## src/pkg/ctu_pkg.sv

```systemverilog
package ctu_pkg;

  // Bus geometry
  localparam int unsigned CTU_ADR_W = 8;
  localparam int unsigned CTU_DAT_W = 32;
  localparam int unsigned CTU_SEL_W = 4;
  localparam int unsigned CTU_LANE_W = 8;
  localparam int unsigned CTU_CHAN_W = 5;
  localparam int unsigned CTU_CNT_W = 32;

  // Register byte offsets
  localparam logic [7:0] CTU_OFS_CTRL = 8'h00;
  localparam logic [7:0] CTU_OFS_EDGE = 8'h04;
  localparam logic [7:0] CTU_OFS_CHAN = 8'h08;
  localparam logic [7:0] CTU_OFS_STAT = 8'h0c;
  localparam logic [7:0] CTU_OFS_COUNT = 8'h10;

  // Control register fields
  localparam int unsigned CTU_BIT_ON = 15;
  localparam int unsigned CTU_BIT_SIDL = 5;
  localparam int unsigned CTU_BIT_DISCH = 1;

  // Edge register fields
  localparam int unsigned CTU_BIT_EDGE1 = 0;
  localparam int unsigned CTU_BIT_EDGE2 = 1;

  // Status register fields; corrupt flag is write-one-to-clear
  localparam int unsigned CTU_ST_SRC = 0;
  localparam int unsigned CTU_ST_DIS = 1;
  localparam int unsigned CTU_ST_CORRUPT = 2;
  localparam int unsigned CTU_ST_SLEEP = 3;
  localparam int unsigned CTU_ST_IDLE = 4;
  localparam int unsigned CTU_ST_TEMP = 5;
  localparam int unsigned CTU_ST_HOLD = 6;
  localparam int unsigned CTU_ST_GATED = 7;

  // Fixed channel of the on-chip temperature diode
  localparam logic [4:0] CTU_TEMP_CHAN = 5'h1d;

  // Word constants: zero, count step and count ceiling
  localparam logic [31:0] CTU_WORD_ZERO = 32'h0000_0000;
  localparam logic [31:0] CTU_CNT_ONE = 32'h0000_0001;
  localparam logic [31:0] CTU_CNT_MAX = 32'hffff_ffff;

  typedef enum logic [2:0] {
    CTU_M_OFF,
    CTU_M_READY,
    CTU_M_CHARGE,
    CTU_M_HOLD,
    CTU_M_GATED,
    CTU_M_DRAIN
  } ctu_mode_e;

  // Analog side controls towards the shared multiplexer
  typedef struct packed {
    logic source_on;
    logic discharge;
    logic temp_diode_sel;
    logic [4:0] chan;
  } ctu_analog_s;

  typedef struct packed {
    logic module_on;
    logic stop_in_idle;
    logic discharge;
    logic first_edge;
    logic second_edge;
    logic [4:0] chan;
    logic corrupt;
    logic start;
    logic ack;
    logic [31:0] rdata;
    ctu_mode_e mode;
    ctu_analog_s analog;
  } ctu_state_s;

  typedef struct packed {
    logic [31:0] count;
  } ctu_timer_s;

  localparam ctu_state_s CTU_STATE_RST = '0;
  localparam ctu_timer_s CTU_TIMER_RST = '0;

endpackage : ctu_pkg

```

## src/logic/ctu_interval_timer.sv

```systemverilog
`timescale 1ns/1ps
module ctu_interval_timer (
  input wire logic clk_i,
  input wire logic rst_i,
  input wire logic clear_i,
  input wire logic run_i,
  output logic [31:0] count_o
);

  ctu_pkg::ctu_timer_s st_reg;
  ctu_pkg::ctu_timer_s st_next;

  // Count cycles with the source on; saturate rather than wrap
  always_comb begin
    st_next = st_reg;
    if (clear_i) begin
      // Start of a measurement discards the old figure
      st_next.count = run_i ? ctu_pkg::CTU_CNT_ONE : ctu_pkg::CTU_WORD_ZERO;
    end else if (run_i && (st_reg.count != ctu_pkg::CTU_CNT_MAX)) begin
      st_next.count = st_reg.count + ctu_pkg::CTU_CNT_ONE;
    end
  end

  // Reset drops any partial result
  always_ff @(posedge clk_i) begin
    if (rst_i) begin
      st_reg <= ctu_pkg::CTU_TIMER_RST;
    end else begin
      st_reg <= st_next;
    end
  end

  assign count_o = st_reg.count;

endmodule : ctu_interval_timer

```

## src/logic/ctu_charge_time_ctrl.sv

```systemverilog
`timescale 1ns/1ps
module ctu_charge_time_ctrl (
  input wire logic clk_i,
  input wire logic rst_i,
  input wire logic wb_cyc_i,
  input wire logic wb_stb_i,
  input wire logic wb_we_i,
  input wire logic [7:0] wb_adr_i,
  input wire logic [3:0] wb_sel_i,
  input wire logic [31:0] wb_dat_i,
  output logic [31:0] wb_dat_o,
  output logic wb_ack_o,
  input wire logic sleep_i,
  input wire logic idle_i,
  output ctu_pkg::ctu_analog_s analog_o
);

  ctu_pkg::ctu_state_s st_reg;
  ctu_pkg::ctu_state_s st_next;
  logic [31:0] count;
  logic access;
  logic wr;
  logic gated;

  // Byte-lane mask from the Wishbone select lines
  function automatic logic [31:0] ctu_lane_mask(input logic [3:0] sel);
    logic [31:0] m;
    m = ctu_pkg::CTU_WORD_ZERO;
    for (int i = 0; i < ctu_pkg::CTU_SEL_W; i++) begin
      m[i*ctu_pkg::CTU_LANE_W +: ctu_pkg::CTU_LANE_W] = {ctu_pkg::CTU_LANE_W{sel[i]}};
    end
    return m;
  endfunction : ctu_lane_mask

  // Old word with the selected lanes replaced
  function automatic logic [31:0] ctu_merge(input logic [31:0] old, input logic [31:0] wdat,
                                            input logic [3:0] sel);
    logic [31:0] m;
    m = ctu_lane_mask(sel);
    return (old & ~m) | (wdat & m);
  endfunction : ctu_merge

  // Software view of the control register
  function automatic logic [31:0] ctu_ctrl_word(input ctu_pkg::ctu_state_s s);
    logic [31:0] w;
    w = ctu_pkg::CTU_WORD_ZERO;
    w[ctu_pkg::CTU_BIT_ON] = s.module_on;
    w[ctu_pkg::CTU_BIT_SIDL] = s.stop_in_idle;
    w[ctu_pkg::CTU_BIT_DISCH] = s.discharge;
    return w;
  endfunction : ctu_ctrl_word

  // Software view of the edge register
  function automatic logic [31:0] ctu_edge_word(input ctu_pkg::ctu_state_s s);
    logic [31:0] w;
    w = ctu_pkg::CTU_WORD_ZERO;
    w[ctu_pkg::CTU_BIT_EDGE1] = s.first_edge;
    w[ctu_pkg::CTU_BIT_EDGE2] = s.second_edge;
    return w;
  endfunction : ctu_edge_word

  // Software view of the channel register
  function automatic logic [31:0] ctu_chan_word(input ctu_pkg::ctu_state_s s);
    logic [31:0] w;
    w = ctu_pkg::CTU_WORD_ZERO;
    w[ctu_pkg::CTU_CHAN_W-1:0] = s.chan;
    return w;
  endfunction : ctu_chan_word

  // Live status; power inputs are shown as seen this cycle
  function automatic logic [31:0] ctu_stat_word(input ctu_pkg::ctu_state_s s, input logic slp,
                                                input logic idl);
    logic [31:0] w;
    w = ctu_pkg::CTU_WORD_ZERO;
    w[ctu_pkg::CTU_ST_SRC] = s.analog.source_on;
    w[ctu_pkg::CTU_ST_DIS] = s.analog.discharge;
    w[ctu_pkg::CTU_ST_CORRUPT] = s.corrupt;
    w[ctu_pkg::CTU_ST_SLEEP] = slp;
    w[ctu_pkg::CTU_ST_IDLE] = idl;
    w[ctu_pkg::CTU_ST_TEMP] = s.analog.temp_diode_sel;
    w[ctu_pkg::CTU_ST_HOLD] = (s.mode == ctu_pkg::CTU_M_HOLD);
    w[ctu_pkg::CTU_ST_GATED] = (s.mode == ctu_pkg::CTU_M_GATED);
    return w;
  endfunction : ctu_stat_word

  // Read mux; unmapped offsets read as zero
  function automatic logic [31:0] ctu_read(input logic [7:0] adr, input ctu_pkg::ctu_state_s s,
                                           input logic [31:0] cnt, input logic slp, input logic idl);
    logic [31:0] w;
    w = ctu_pkg::CTU_WORD_ZERO;
    unique case (adr)
      ctu_pkg::CTU_OFS_CTRL: w = ctu_ctrl_word(s);
      ctu_pkg::CTU_OFS_EDGE: w = ctu_edge_word(s);
      ctu_pkg::CTU_OFS_CHAN: w = ctu_chan_word(s);
      ctu_pkg::CTU_OFS_STAT: w = ctu_stat_word(s, slp, idl);
      ctu_pkg::CTU_OFS_COUNT: w = cnt;
      default: w = ctu_pkg::CTU_WORD_ZERO;
    endcase
    return w;
  endfunction : ctu_read

  // One access per request; the ack cycle itself is never a new access
  assign access = wb_cyc_i && wb_stb_i && !st_reg.ack;
  assign wr = access && wb_we_i;

  // Power gating: Sleep always, Idle only when stop-in-idle is set
  assign gated = sleep_i || (idle_i && st_reg.stop_in_idle);

  // Next state: bus writes first, then hardware decisions on the new bits, except the idle gate, which reads the old stop-in-idle bit
  always_comb begin
    logic [31:0] w;
    w = ctu_pkg::CTU_WORD_ZERO;
    st_next = st_reg;
    st_next.ack = access;
    st_next.start = 1'b0;
    if (access) begin
      st_next.rdata = ctu_read(wb_adr_i, st_reg, count, sleep_i, idle_i);
    end
    if (wr) begin
      unique case (wb_adr_i)
        ctu_pkg::CTU_OFS_CTRL: begin
          w = ctu_merge(ctu_ctrl_word(st_reg), wb_dat_i, wb_sel_i);
          st_next.module_on = w[ctu_pkg::CTU_BIT_ON];
          st_next.stop_in_idle = w[ctu_pkg::CTU_BIT_SIDL];
          st_next.discharge = w[ctu_pkg::CTU_BIT_DISCH];
        end
        ctu_pkg::CTU_OFS_EDGE: begin
          w = ctu_merge(ctu_edge_word(st_reg), wb_dat_i, wb_sel_i);
          st_next.first_edge = w[ctu_pkg::CTU_BIT_EDGE1];
          st_next.second_edge = w[ctu_pkg::CTU_BIT_EDGE2];
        end
        ctu_pkg::CTU_OFS_CHAN: begin
          w = ctu_merge(ctu_chan_word(st_reg), wb_dat_i, wb_sel_i);
          st_next.chan = w[ctu_pkg::CTU_CHAN_W-1:0];
        end
        ctu_pkg::CTU_OFS_STAT: begin
          // Write one to clear; only the corrupt flag is writable
          w = wb_dat_i & ctu_lane_mask(wb_sel_i);
          if (w[ctu_pkg::CTU_ST_CORRUPT]) begin
            st_next.corrupt = 1'b0;
          end
        end
        default: begin
          // Count and unmapped offsets ignore writes but still ack
          w = ctu_pkg::CTU_WORD_ZERO;
        end
      endcase
    end

    // A new first edge restarts the interval figure
    st_next.start = st_next.first_edge && !st_reg.first_edge && st_next.module_on;

    // Charging cut short by power gating spoils the result; set beats clear
    if ((st_reg.mode == ctu_pkg::CTU_M_CHARGE) && gated) begin
      st_next.corrupt = 1'b1;
    end

    // Mode choice; disable and drain outrank everything else
    if (!st_next.module_on) begin
      st_next.mode = ctu_pkg::CTU_M_OFF;
    end else if (st_next.discharge) begin
      st_next.mode = ctu_pkg::CTU_M_DRAIN;
    end else if (gated) begin
      st_next.mode = ctu_pkg::CTU_M_GATED;
    end else if (st_next.first_edge && !st_next.second_edge) begin
      st_next.mode = ctu_pkg::CTU_M_CHARGE;
    end else if (st_next.first_edge && st_next.second_edge) begin
      st_next.mode = ctu_pkg::CTU_M_HOLD;
    end else begin
      st_next.mode = ctu_pkg::CTU_M_READY;
    end

    // Analog drive from the chosen mode; source and ground never together
    st_next.analog.source_on = 1'b0;
    st_next.analog.discharge = 1'b0;
    unique case (st_next.mode)
      ctu_pkg::CTU_M_CHARGE: st_next.analog.source_on = 1'b1;
      ctu_pkg::CTU_M_DRAIN: st_next.analog.discharge = 1'b1;
      ctu_pkg::CTU_M_OFF,
      ctu_pkg::CTU_M_READY,
      ctu_pkg::CTU_M_HOLD,
      ctu_pkg::CTU_M_GATED: st_next.analog.source_on = 1'b0;
      default: st_next.analog.source_on = 1'b0;
    endcase

    // Channel goes to the converter's multiplexer whether or not the unit is on
    st_next.analog.chan = st_next.chan;
    st_next.analog.temp_diode_sel = (st_next.chan == ctu_pkg::CTU_TEMP_CHAN);
  end

  // Single state register; reset clears every field
  always_ff @(posedge clk_i) begin
    if (rst_i) begin
      st_reg <= ctu_pkg::CTU_STATE_RST;
    end else begin
      st_reg <= st_next;
    end
  end

  // Interval counter runs only while the source is really on
  ctu_interval_timer u_timer (
    .clk_i(clk_i),
    .rst_i(rst_i),
    .clear_i(st_reg.start),
    .run_i(st_reg.analog.source_on),
    .count_o(count)
  );

  // Outputs straight from the state register
  assign wb_ack_o = st_reg.ack;
  assign wb_dat_o = st_reg.rdata;
  assign analog_o = st_reg.analog;

endmodule : ctu_charge_time_ctrl

```

## config.mk

```make
export PLATFORM = sky130hd
export DESIGN_NAME = ctu_charge_time_ctrl
export DESIGN_NICKNAME = d
export VERILOG_FILES = /design/src/pkg/ctu_pkg.sv /design/src/logic/ctu_interval_timer.sv /design/src/logic/ctu_charge_time_ctrl.sv
export SDC_FILE = /design/constraint.sdc
export NUM_CORES = 1
export LEC_CHECK = 0
export BUFFER_PORTS_ARGS = -buffer_cell sky130_fd_sc_hd__buf_4
export CAP_MARGIN = 25
export CORE_ASPECT_RATIO = 1.1
export CORE_MARGIN = 3
export CORE_UTILIZATION = 49
export CTS_CLUSTER_DIAMETER = 150
export DETAILED_ROUTE_END_ITERATION = 8
export HOLD_SLACK_MARGIN = 0.05
export PLACE_DENSITY = 0.75
export SLEW_MARGIN = 20
export SYNTH_ARGS = -nofsm -noshare
export SYNTH_HDL_FRONTEND = slang
export SYNTH_SLANG_ARGS = --single-unit
export TNS_END_PERCENT = 50
```

## constraint.sdc

```tcl
create_clock -name clk_i -period 1.9 [get_ports clk_i]
set_input_delay 0.285 -clock clk_i [delete_from_list [all_inputs] [get_ports clk_i]]
set_output_delay 0.285 -clock clk_i [all_outputs]
set_load 0.05 [all_outputs]
```

==> summary.md, run 1 <==
| Metric | Value |
|---|---|
| # IOs | between 90 and 100 |
| Filler cell count | between 700 and 800 |
| DIE AREA | about 9500 um2 |
| Cts hold-fix bufs | 0 |
| Via count | 3542 |
| Power Dens Cells | 685 nW/um2 |
| Initial drt markers | between 200 and 300 |
| Post-Route WL | between 9 and 10 mm |
| Post-Syn Nets | 510 |
| Final core occ | 61.0% |
| Status | complete, no violations |
| Worst-path maximum fanout | 10 |
| Max stage delay on crit path | 0.40 ns |
| Critical path required time | 2.15 ns |
| TritonCTS Buffers | 9 |
| Worst R2R End | u_timer.count_o[19] |
| Top FF cell, synth | dfxtp_1 |
| Height of the die | 102 um |
| Clock Skew | 0.0100 ns |
| Worst slack at placement | 0.00398 ns |
| GRT overflow | 0 |
| Cell Count Post-Placement | 604 |
| R2R setup slack | 0.12 ns |
| Static Leak | 1.89 nW |
| H-tree depth | 3 |
| Setup violators final | 0 |
| Sequential area share after synthesis | approximately two fifths |
| Worst Tran Pin Value | 0.580 ns |
| TritonRoute pass-1 iters | 5 |
| Remaining DRCs | 0 |
| Yosys warning total | 0 |
| Largest net degree at the start of global routing | 28 |
| Crit path DAT | 2.04 ns |
| Post-Layout Cell Count | 623 |
| Number of flops mapped to enable cells by yosys | 0 |
| RSZ-0062 raised after global routing | no |
| Core ar. | 8040 um2 |
| Post-synthesis async set-or-reset flop share | 0% |
| Hold path depth | 3 |
| Die Wd | 93.3 um |
| HP Class | input port to register |
| DR WL/cell | approximately 16 um |
| Hpwl dp | 7.07 mm |
| Start point of the worst hold path | wb_dat_i[5] |
| Startpoint types | register |
| Mapped cell area | roughly 4100 um2 |
| Num Clock Sinks | 83 |
| Fraction of layout cells with a size suffix above 1 | 29.1% |
| CTS root buf | clkbuf_8 |
| Worst-path clk slew | 0.09 ns |
| Flops & latches, synth | 83 |
| Placer Congestion | between 0.9 and 1 |
| Max_cap viols | 0 |
| Critical-path cell list | and4_2 -> nand4_4 -> a211oi_2 -> a31oi_1 -> a41o_1 |
| Period utilization | 93.9% |
| Peak supply drop | 0.000439 V |
| Slew headroom | 61.2% |
| Tot GR Track Use | a little over a fifth |
| Ant diodes | 0 |
| Family with the most delay on the worst path | compound AO/OA/AOI/OAI gates |
| Clock latency on the worst-skew pair | 0.35 ns |
| Final #Nets | 562 |
| Crit Path Category | register to register |
| Synthesis-to-layout area growth | 19.2% |
| Antenna Nets Post-Route | 0 |
| Fmax achieved | 0.561 GHz |
| Starting Density | roughly half |
| Buf+Inv Stages, Crit Path | 0 |
| Worst path slowest cell | dfxtp_1 |
| Via density | around 5.7 |
| Clock Path Buffers | 2 |
| Setup slack after layout | 0.117 ns |
| Synth cell types | 55 |
| Final slew viol count | 0 |
| First-pass GRT wire length | 16.1 mm |
| Vias in the first global route | 3341 |
| Syn Area/Cell | 8.97 um2 |
| Setup TNS | 0 ns |
| Tmin final | between 1.5 and 2 ns |
| Cell count after synthesis | 458 |
| Initial antenna violation count | 0 |
| Worst R2R Start | u_timer.count_o[7] |
| Final Hold Vio Count | 0 |
| Worst reg2reg path depth | 5 |
| PortBufs | 64 |
| Crit path capture type | register |
| Row cnt | 34 |
| CTS tree | built |
where the power goes:
group          total, mW  switching (mW)  internal, mW
Combinational      0.157          0.0982        0.0584
Clock               1.46           0.644         0.816
Sequential          1.74         0.00138          1.74
area by class of cell:
type / instances / area, um2 / area share (%)
multi-input combinational: 307 / 2060 / 42.0
tap: 108 / 135 / 2.76
clock buffer: 11 / 151 / 3.09
sequential: 83 / 1660 / 34.0
clock inverter: 5 / 85.1 / 1.74
inverter: 7 / 26.3 / 0.536
timing repair buffer: 102 / 778 / 15.9
per-stage QoR:
| step | power [mW] | hold WS, ns | cell area (um2) |
|---|---|---|---|
| floorplan | 1.85 | 0.425 | 4110 |
| global placement | 1.93 | 0.449 | 4600 |
| detailed placement | 1.94 | 0.451 | 4600 |
| CTS | 3.38 | 0.164 | 4860 |
| global route | 3.48 | 0.189 | 4900 |
| finish | 3.36 | 0.168 | 4900 |
worst min-delay path: stages:
cell	delay [ns]
buf_4	0.08
mux2i_1	0.05
nor2_1	0.08
cells in the mapped netlist, drive strengths merged (3+ instances only):
| master | instances | area (um2) |
|---|---|---|
| nand2 | 28 | 105 |
| and4b | 3 | 30.0 |
| or3 | 4 | 30.0 |
| nor4b | 6 | 73.8 |
| o21ai | 11 | 55.1 |
| nor3 | 12 | 76.3 |
| xnor2 | 20 | 175 |
| o21a | 3 | 22.5 |
| clkbuf | 12 | 45.0 |
| nand4 | 14 | 133 |
| a21oi | 21 | 105 |
| dfxtp | 83 | 1660 |
| a31oi | 5 | 31.3 |
| and3 | 7 | 43.8 |
| buf | 50 | 360 |
| nand3 | 16 | 80.1 |
| a22o | 3 | 26.3 |
| nor4 | 17 | 208 |
| mux2i | 6 | 60.1 |
| nor2 | 64 | 240 |
| a22oi | 32 | 240 |
| and4 | 5 | 43.8 |
| inv | 6 | 22.5 |
| a211oi | 6 | 50.1 |
| and2 | 4 | 25.0 |
layout by cell type, fill, tap and decap left out, drive strengths merged, types with 3 or more instances in the layout:
| master | count |
|---|---|
| nand2 | 28 |
| and3 | 7 |
| nor2 | 64 |
| nand3 | 16 |
| dfxtp | 83 |
| nor4b | 6 |
| a22oi | 32 |
| o21a | 3 |
| nor4 | 17 |
| a22o | 3 |
| clkbuf | 11 |
| a21oi | 21 |
| o21ai | 11 |
| inv | 6 |
| a31oi | 5 |
| a211oi | 6 |
| and4 | 5 |
| and2 | 4 |
| buf | 102 |
| nand4 | 14 |
| or3 | 4 |
| xnor2 | 20 |
| nor3 | 12 |
| a31o | 3 |
| and4b | 3 |
| mux2i | 6 |
| clkinv | 3 |
worst max-delay path by stage:
stage,startpoint,end,slack (ns),depth (start not counted)
floorplan,u_timer.count_o[0],u_timer.count_o[8],0.02,7
global placement,u_timer.count_o[7],u_timer.count_o[14],0.07,6
detailed placement,u_timer.count_o[0],u_timer.count_o[8],0.004,6
CTS,u_timer.count_o[7],u_timer.count_o[12],0.008,6
global route,u_timer.count_o[22],u_timer.count_o[5],0.01,6
finish,u_timer.count_o[7],u_timer.count_o[19],0.12,5
per-layer routing:
layer / vias up / share of wire [%] / track usage [%]
met5: - / 0 / 0
met4: 0 / 2.3 / 8.57
met3: 23 / 6.0 / 3.68
met2: 103 / 47 / 33.7
met1: 1681 / 45 / 28.5
li1: 1735 / - / -
kinds of logic (layout without fill, tap and decap cells):
family / after synthesis / in the layout / share of synthesized area (%)
simple gates: 186 / 186 / 27.5
compound gates: 92 / 93 / 15.3
flops: 83 / 83 / 40.4
buf+inv: 69 / 125 / 10.5
xor+xnor: 20 / 20 / 4.26
mux: 7 / 7 / 1.74
fa+ha+maj: 1 / 1 / 0.304
what timing repair did:
action                                  4_1_cts  5_1_grt
gates cloned                                  1        0
gates resized for setup                       1        8
pin swaps                                     2        3
setup buffers                                 1        1
endpoints found under the setup margin        3       26
(Power assumes the default switching activity.)
==> run 2, diff against run 1 <==
--- a/config.mk
+++ b/config.mk
@@ -13,6 +13,7 @@
 export CTS_CLUSTER_DIAMETER = 150
 export DETAILED_ROUTE_END_ITERATION = 8
 export HOLD_SLACK_MARGIN = 0.05
+export MAX_ROUTING_LAYER = met4
 export PLACE_DENSITY = 0.75
 export SLEW_MARGIN = 20
 export SYNTH_ARGS = -nofsm -noshare
==> run 2 against run 1 <==
Against the previous run: final cell count increased by 0.16%; routed wire length increased by 1.9%; sequential power about the same; clock skew is essentially flat; die area stayed put; register-to-register slack hardly changed; fmax down 0.13%; core utilization rose by 0.64 points; critical path depth up 2; critical path type unchanged; largest cell class unchanged; highest routed layer unchanged.
==> summary.md, run 2 (synthesized netlist as in run 1, its figures left out) <==
| Metric | Value |
|---|---|
| Status | complete, no violations |
| Worst-path clk slew | 0.09 ns |
| Buf+Inv Stages, Crit Path | 1 |
| Vias in the first global route | approximately 3300 |
| DIE AREA | roughly 9500 um2 |
| Synthesis-to-layout area growth | 20.5% |
| Worst-path maximum fanout | 6 |
| Crit path capture type | register |
| Max_cap viols | 0 |
| Most common library cell in the layout ignoring fill and taps | buf_4 |
| Num Clock Sinks | 83 |
| Via count | 3596 |
| Critical path required time | 2.15 ns |
| Row cnt | 34 |
| Crit path DAT | between 2 and 2.5 ns |
| DR WL/cell | about 16 um |
| Max stage delay on crit path | 0.36 ns |
| Cts hold-fix bufs | 0 |
| TritonCTS Buffers | 9 |
| Worst path slowest cell | dfxtp_2 |
| Critical-path cell list | ha_4 -> and4_4 -> nand4_1 -> buf_6 -> nor3_1 -> xnor2_1 -> nor2_1 |
| Post-Route WL | around 10 mm |
| Worst slack at placement | around 0.0040 ns |
| Clock Path Buffers | 2 |
| Final #Nets | 563 |
| Setup violators final | 0 |
| Slew headroom | 55.1% |
| Final slew viol count | 0 |
| GRT met3 Usage | 3.17% |
| Worst Tran Pin Value | 0.668 ns |
| Fmax achieved | about 0.56 GHz |
| Starting Density | 51.1% |
| Clock latency on the worst-skew pair | 0.36 ns |
| Setup slack after layout | around 0.11 ns |
| Largest net degree at the start of global routing | 28 |
| Crit Path Category | register to register |
| Tmin final | ~1.8 ns |
| GR Util met1 | 28.6% |
| CTS tree | built |
| First-pass GRT wire length | 16.1 mm |
| GRT overflow | 0 |
| # IOs | 92 |
| Antenna Nets Post-Route | 0 |
| GR Util met2 | 33.8% |
| Ant diodes | 0 |
| Hpwl dp | just over 7 mm |
| Startpoint types | register |
| Remaining DRCs | 0 |
| Final Hold Vio Count | 0 |
| Final Power | 3.36 mW |
| HP Class | input port to register |
| CTS root buf | clkbuf_8 |
| Final core occ | roughly 62% |
| Placer Congestion | 0.927 |
| Initial drt markers | roughly 310 |
| Core ar. | 8040 um2 |
| PortBufs | 64 |
| Most frequent cells in the layout | buf_4, dfxtp_1, nor2_1 |
| H-tree depth | 3 |
| TritonRoute pass-1 iters | 7 |
| Family with the most delay on the worst path | simple AND/OR/NAND/NOR gates |
| Tot GR Track Use | a little over a fifth |
| Peak supply drop | 0.000436 V |
| Die Wd | 93.3 um |
| Global routing's busiest layer | met2 |
| Static Leak | 1.92 nW |
| Period utilization | 94.0% |
| Fraction of layout cells with a size suffix above 1 | 30.6% |
| Via density | 5.76 |
| Power Dens Cells | 678 nW/um2 |
| Setup TNS | 0 ns |
| Clock Skew | slightly above 0.01 ns |
| Height of the die | roughly 100 um |
| Initial antenna violation count | 0 |
## run 2: cell count changes in the layout (fill, tap and decap cells not counted), sizes merged
cell / delta
buf: +1
## run 2: worst reg2reg max path, cell delays in order (launching register included)
cell and delay (ns):
dfxtp_2 0.36, ha_4 0.16, and4_4 0.23, nand4_1 0.25, buf_6 0.24, nor3_1 0.23, xnor2_1 0.15, nor2_1 0.05
## run 2: power by group
part           total (mW)  switching, mW  internal, mW
clock network        1.46          0.645         0.816
registers            1.74        0.00136          1.74
logic               0.157         0.0985        0.0584
## run 2: metal layers
metal  wire (um)  share of wire, %
met5           0                 0
met4         200               2.0
met2        4780                48
met1        4520                45
met3         484               4.9
## run 2: final cells by class
| type | count | area, um2 |
|---|---|---|
| clock buffer | 11 | 151 |
| clock inverter | 5 | 85.1 |
| tap | 108 | 135 |
| timing repair buffer | 103 | 790 |
| inverter | 7 | 26.3 |
| multi-input combinational | 307 | 2090 |
| fill | 695 | 3090 |
| sequential | 83 | 1670 |
## run 2: through the flow
stage,instances,area (um2),hold WS (ns)
detailed placement,604,4600,0.451
floorplan,458,4110,0.425
finish,624,4950,0.166
global placement,604,4600,0.449
CTS,622,4860,0.164
global route,624,4950,0.190
## run 2: repair_timing
item                       in CTS  in global routing
setup endpoints to repair       3                 26
pin swaps                       2                  4
buffers inserted                1                  2
cloned                          1                  0
resized for setup               1                 20
## run 2: path summary, 6_finish.rpt
| kind | slack, ns | start | cells after the start | to |
|---|---|---|---|---|
| max | 0.11 | u_timer.count_o[1] | 7 | u_timer.count_o[28] |
| min | 0.17 | wb_dat_i[5] | 3 | register |
| max reg2reg | 0.11 | u_timer.count_o[1] | 7 | u_timer.count_o[28] |
| min reg2reg | 0.46 | wb_dat_o[6] | 2 | wb_dat_o[6] |
==> run 3, diff against run 2 <==
--- a/config.mk
+++ b/config.mk
@@ -15,6 +15,7 @@
 export HOLD_SLACK_MARGIN = 0.05
 export MAX_ROUTING_LAYER = met4
 export PLACE_DENSITY = 0.75
+export SETUP_SLACK_MARGIN = 0.3
 export SLEW_MARGIN = 20
 export SYNTH_ARGS = -nofsm -noshare
 export SYNTH_HDL_FRONTEND = slang
==> run 3 against run 2 <==
Against the previous run: routed wire length is 12% higher; final cell count is 3.8% higher; non-clock buffer count is 24 higher; power is 7.2% lower; sequential cell count stayed put; register-to-register slack hardly changed.
==> summary.md, run 3 (synthesized netlist as in run 1, its figures left out) <==
| Metric | Value |
|---|---|
| Status | complete, no violations |
| Fmax achieved | ~0.56 GHz |
| Via count | 3828 |
| Num Clock Sinks | 83 |
| Crit Path Category | register to register |
| Row cnt | 34 |
| CTS tree | built |
| Sw power | 0.697 mW |
| Worst hold slack | 0.169 ns |
| Filler cell count | around 620 |
| Final #Nets | a little under 600 |
| Die Wd | 93.3 um |
| Final slew viol count | 0 |
| Power Dens Cells | 589 nW/um2 |
| Height of the die | 102 um |
| R2R setup slack | 0.11 ns |
| Synthesis-to-layout area growth | 28.9% |
| Initial drt markers | approximately 320 |
| Period utilization | a little over nine tenths |
| CTS root buf | clkbuf_8 |
| Worst-path maximum fanout | 6 |
| Static Leak | 2.06 nW |
| Worst-path clk slew | about 0.080 ns |
| Area after DPL | 4620 um2 |
| Most frequent cells in the layout | buf_4, nor2_1, dfxtp_1 |
| Max stage delay on crit path | 0.37 ns |
| Switching Share | 22.3% |
| Cts hold-fix bufs | 0 |
| Core ar. | 8040 um2 |
| TritonCTS Buffers | 9 |
| Worst R2R Start | u_timer.count_o[0] |
| Tot GR Track Use | 23.7% |
| Via density | 5.91 |
| Starting Density | 51.1% |
| Comb pwr share | 5.2% |
| Power share of the sequential group | 55.5% |
| GRT overflow | 0 |
| Worst reg2reg path depth | 8 |
| DIE AREA | around 9500 um2 |
| Crit path capture type | register |
| Max_cap viols | 0 |
| Largest net degree at the start of global routing | 30 |
| # IOs | 92 |
| TritonRoute pass-1 iters | 6 |
| HP Class | input port to register |
| Clock Skew | 0.00963 ns |
| Worst R2R End | u_timer.count_o[8] |
| Critical-path cell list | ha_4 -> nand4_1 -> buf_4 -> nor4_4 -> buf_4 -> a31o_4 -> nor4_1 -> o21a_1 |
| Peak supply drop | 0.000350 V |
| First-pass GRT wire length | 17.2 mm |
| Post-route design area | 5300 um2 |
| PortBufs | 64 |
| Tmin final | 1.79 ns |
| Pint | between 2 and 2.5 mW |
| Clock Path Buffers | 2 |
| Setup TNS | 0 ns |
| Hpwl dp | a little over 7 mm |
| Worst Tran Pin Value | 0.596 ns |
| DR WL/cell | between 15 and 20 um |
| Startpoint types | register |
| Initial antenna violation count | 0 |
| Hold path depth | 3 |
| Clock latency on the worst-skew pair | 0.36 ns |
| H-tree depth | 3 |
| Final Hold Vio Count | 0 |
| Antenna Nets Post-Route | 0 |
| Start point of the worst hold path | wb_dat_i[5] |
| Placer Congestion | 0.908 |
| RSZ-0062 raised after global routing | yes |
| Clock share of power | 39.3% |
| Vias in the first global route | roughly 3500 |
| Worst path slowest cell | dfxtp_4 |
| Crit path DAT | between 2 and 2.5 ns |
| Setup violators final | 0 |
| Top cell by count, worst path | buf_4 |
| Most common library cell in the layout ignoring fill and taps | buf_4 |
| Ant diodes | 0 |
| Post-Route WL | 11.2 mm |
| Fraction of layout cells with a size suffix above 1 | between 30% and 40% |
| Remaining DRCs | 0 |
| Critical path required time | 2.16 ns |
| Slew headroom | approximately 60% |
## run 3: cell count changes in the layout (fill, tap and decap cells not counted), moves of 5 or more
cell     before  now
dfxtp_4       0    7
buf_4       101  119
nor4_2        9    4
nor4_4        5   10
dfxtp_2       7   14
buf_6         1    6
dfxtp_1      76   62
## run 3: timing repair
action                     in CTS  in global routing
gates cloned                    3                  0
gates resized for setup        43                 17
pin swaps                      20                 18
buffers inserted               16                 13
setup endpoints to repair      34                 39
## run 3: routing by layer
metal / global-route usage [%] / vias to the layer above / part of all wire, %
met5: - / - / 0
met3: 4.49 / 46 / 7.0
met4: 9.70 / 0 / 3.7
li1: - / 1784 / -
met1: 28.5 / 1819 / 39
met2: 39.1 / 179 / 50
## run 3: area by class of cell
| cell class | instances | area [um2] | share of cell area (%) |
|---|---|---|---|
| timing repair buffer | 127 | 1000 | 18.9 |
| clock buffer | 12 | 145 | 2.74 |
| tap | 108 | 135 | 2.55 |
| multi-input combinational | 308 | 2240 | 42.4 |
| inverter | 7 | 26.3 | 0.496 |
| sequential | 83 | 1710 | 32.2 |
| clock inverter | 3 | 40.0 | 0.756 |
## run 3: worst max path at each step
| stage | from | cells past startpoint | end |
|---|---|---|---|
| finish | u_timer.count_o[0] | 8 | u_timer.count_o[8] |
| global route | u_timer.count_o[0] | 8 | u_timer.count_o[8] |
| CTS | u_timer.count_o[17] | 5 | u_timer.count_o[31] |
| detailed placement | wb_adr_i[7] | 5 | analog_o[7] |
| global placement | wb_adr_i[7] | 5 | analog_o[7] |
| floorplan | u_timer.count_o[1] | 7 | u_timer.count_o[8] |
## run 3: metrics by stage
stage | setup WS (ns) | instances | power [mW] | util [%]
6_report | 0.108 | 648 | 3.12 | 65.9
5_1_grt | 0.0433 | 648 | 3.23 | 65.9
3_5_place_dp | 0.0396 | 601 | 1.94 | 57.4
4_1_cts | 0.224 | 635 | 3.13 | 63.9
3_3_place_gp | 0.0883 | 601 | 1.93 | 57.4
2_1_floorplan | 0.108 | 458 | 1.85 | -
## run 3: worst max-delay path, delay by kind of cell, from the launching register on
family,cells,cell delay (ns)
flops,1,0.37
buf+inv,2,0.36
simple gates,3,0.48
compound gates,2,0.34
fa+ha+maj,1,0.14
## run 3: power by group through the flow
stage          registers, mW  logic [mW]  clock network (mW)
6_report                1.73       0.161                1.23
4_1_cts                 1.73       0.157                1.24
2_1_floorplan           1.78      0.0676                   0
3_3_place_gp            1.78       0.153                   0
3_5_place_dp            1.78       0.157                   0
5_1_grt                 1.73       0.172                1.32
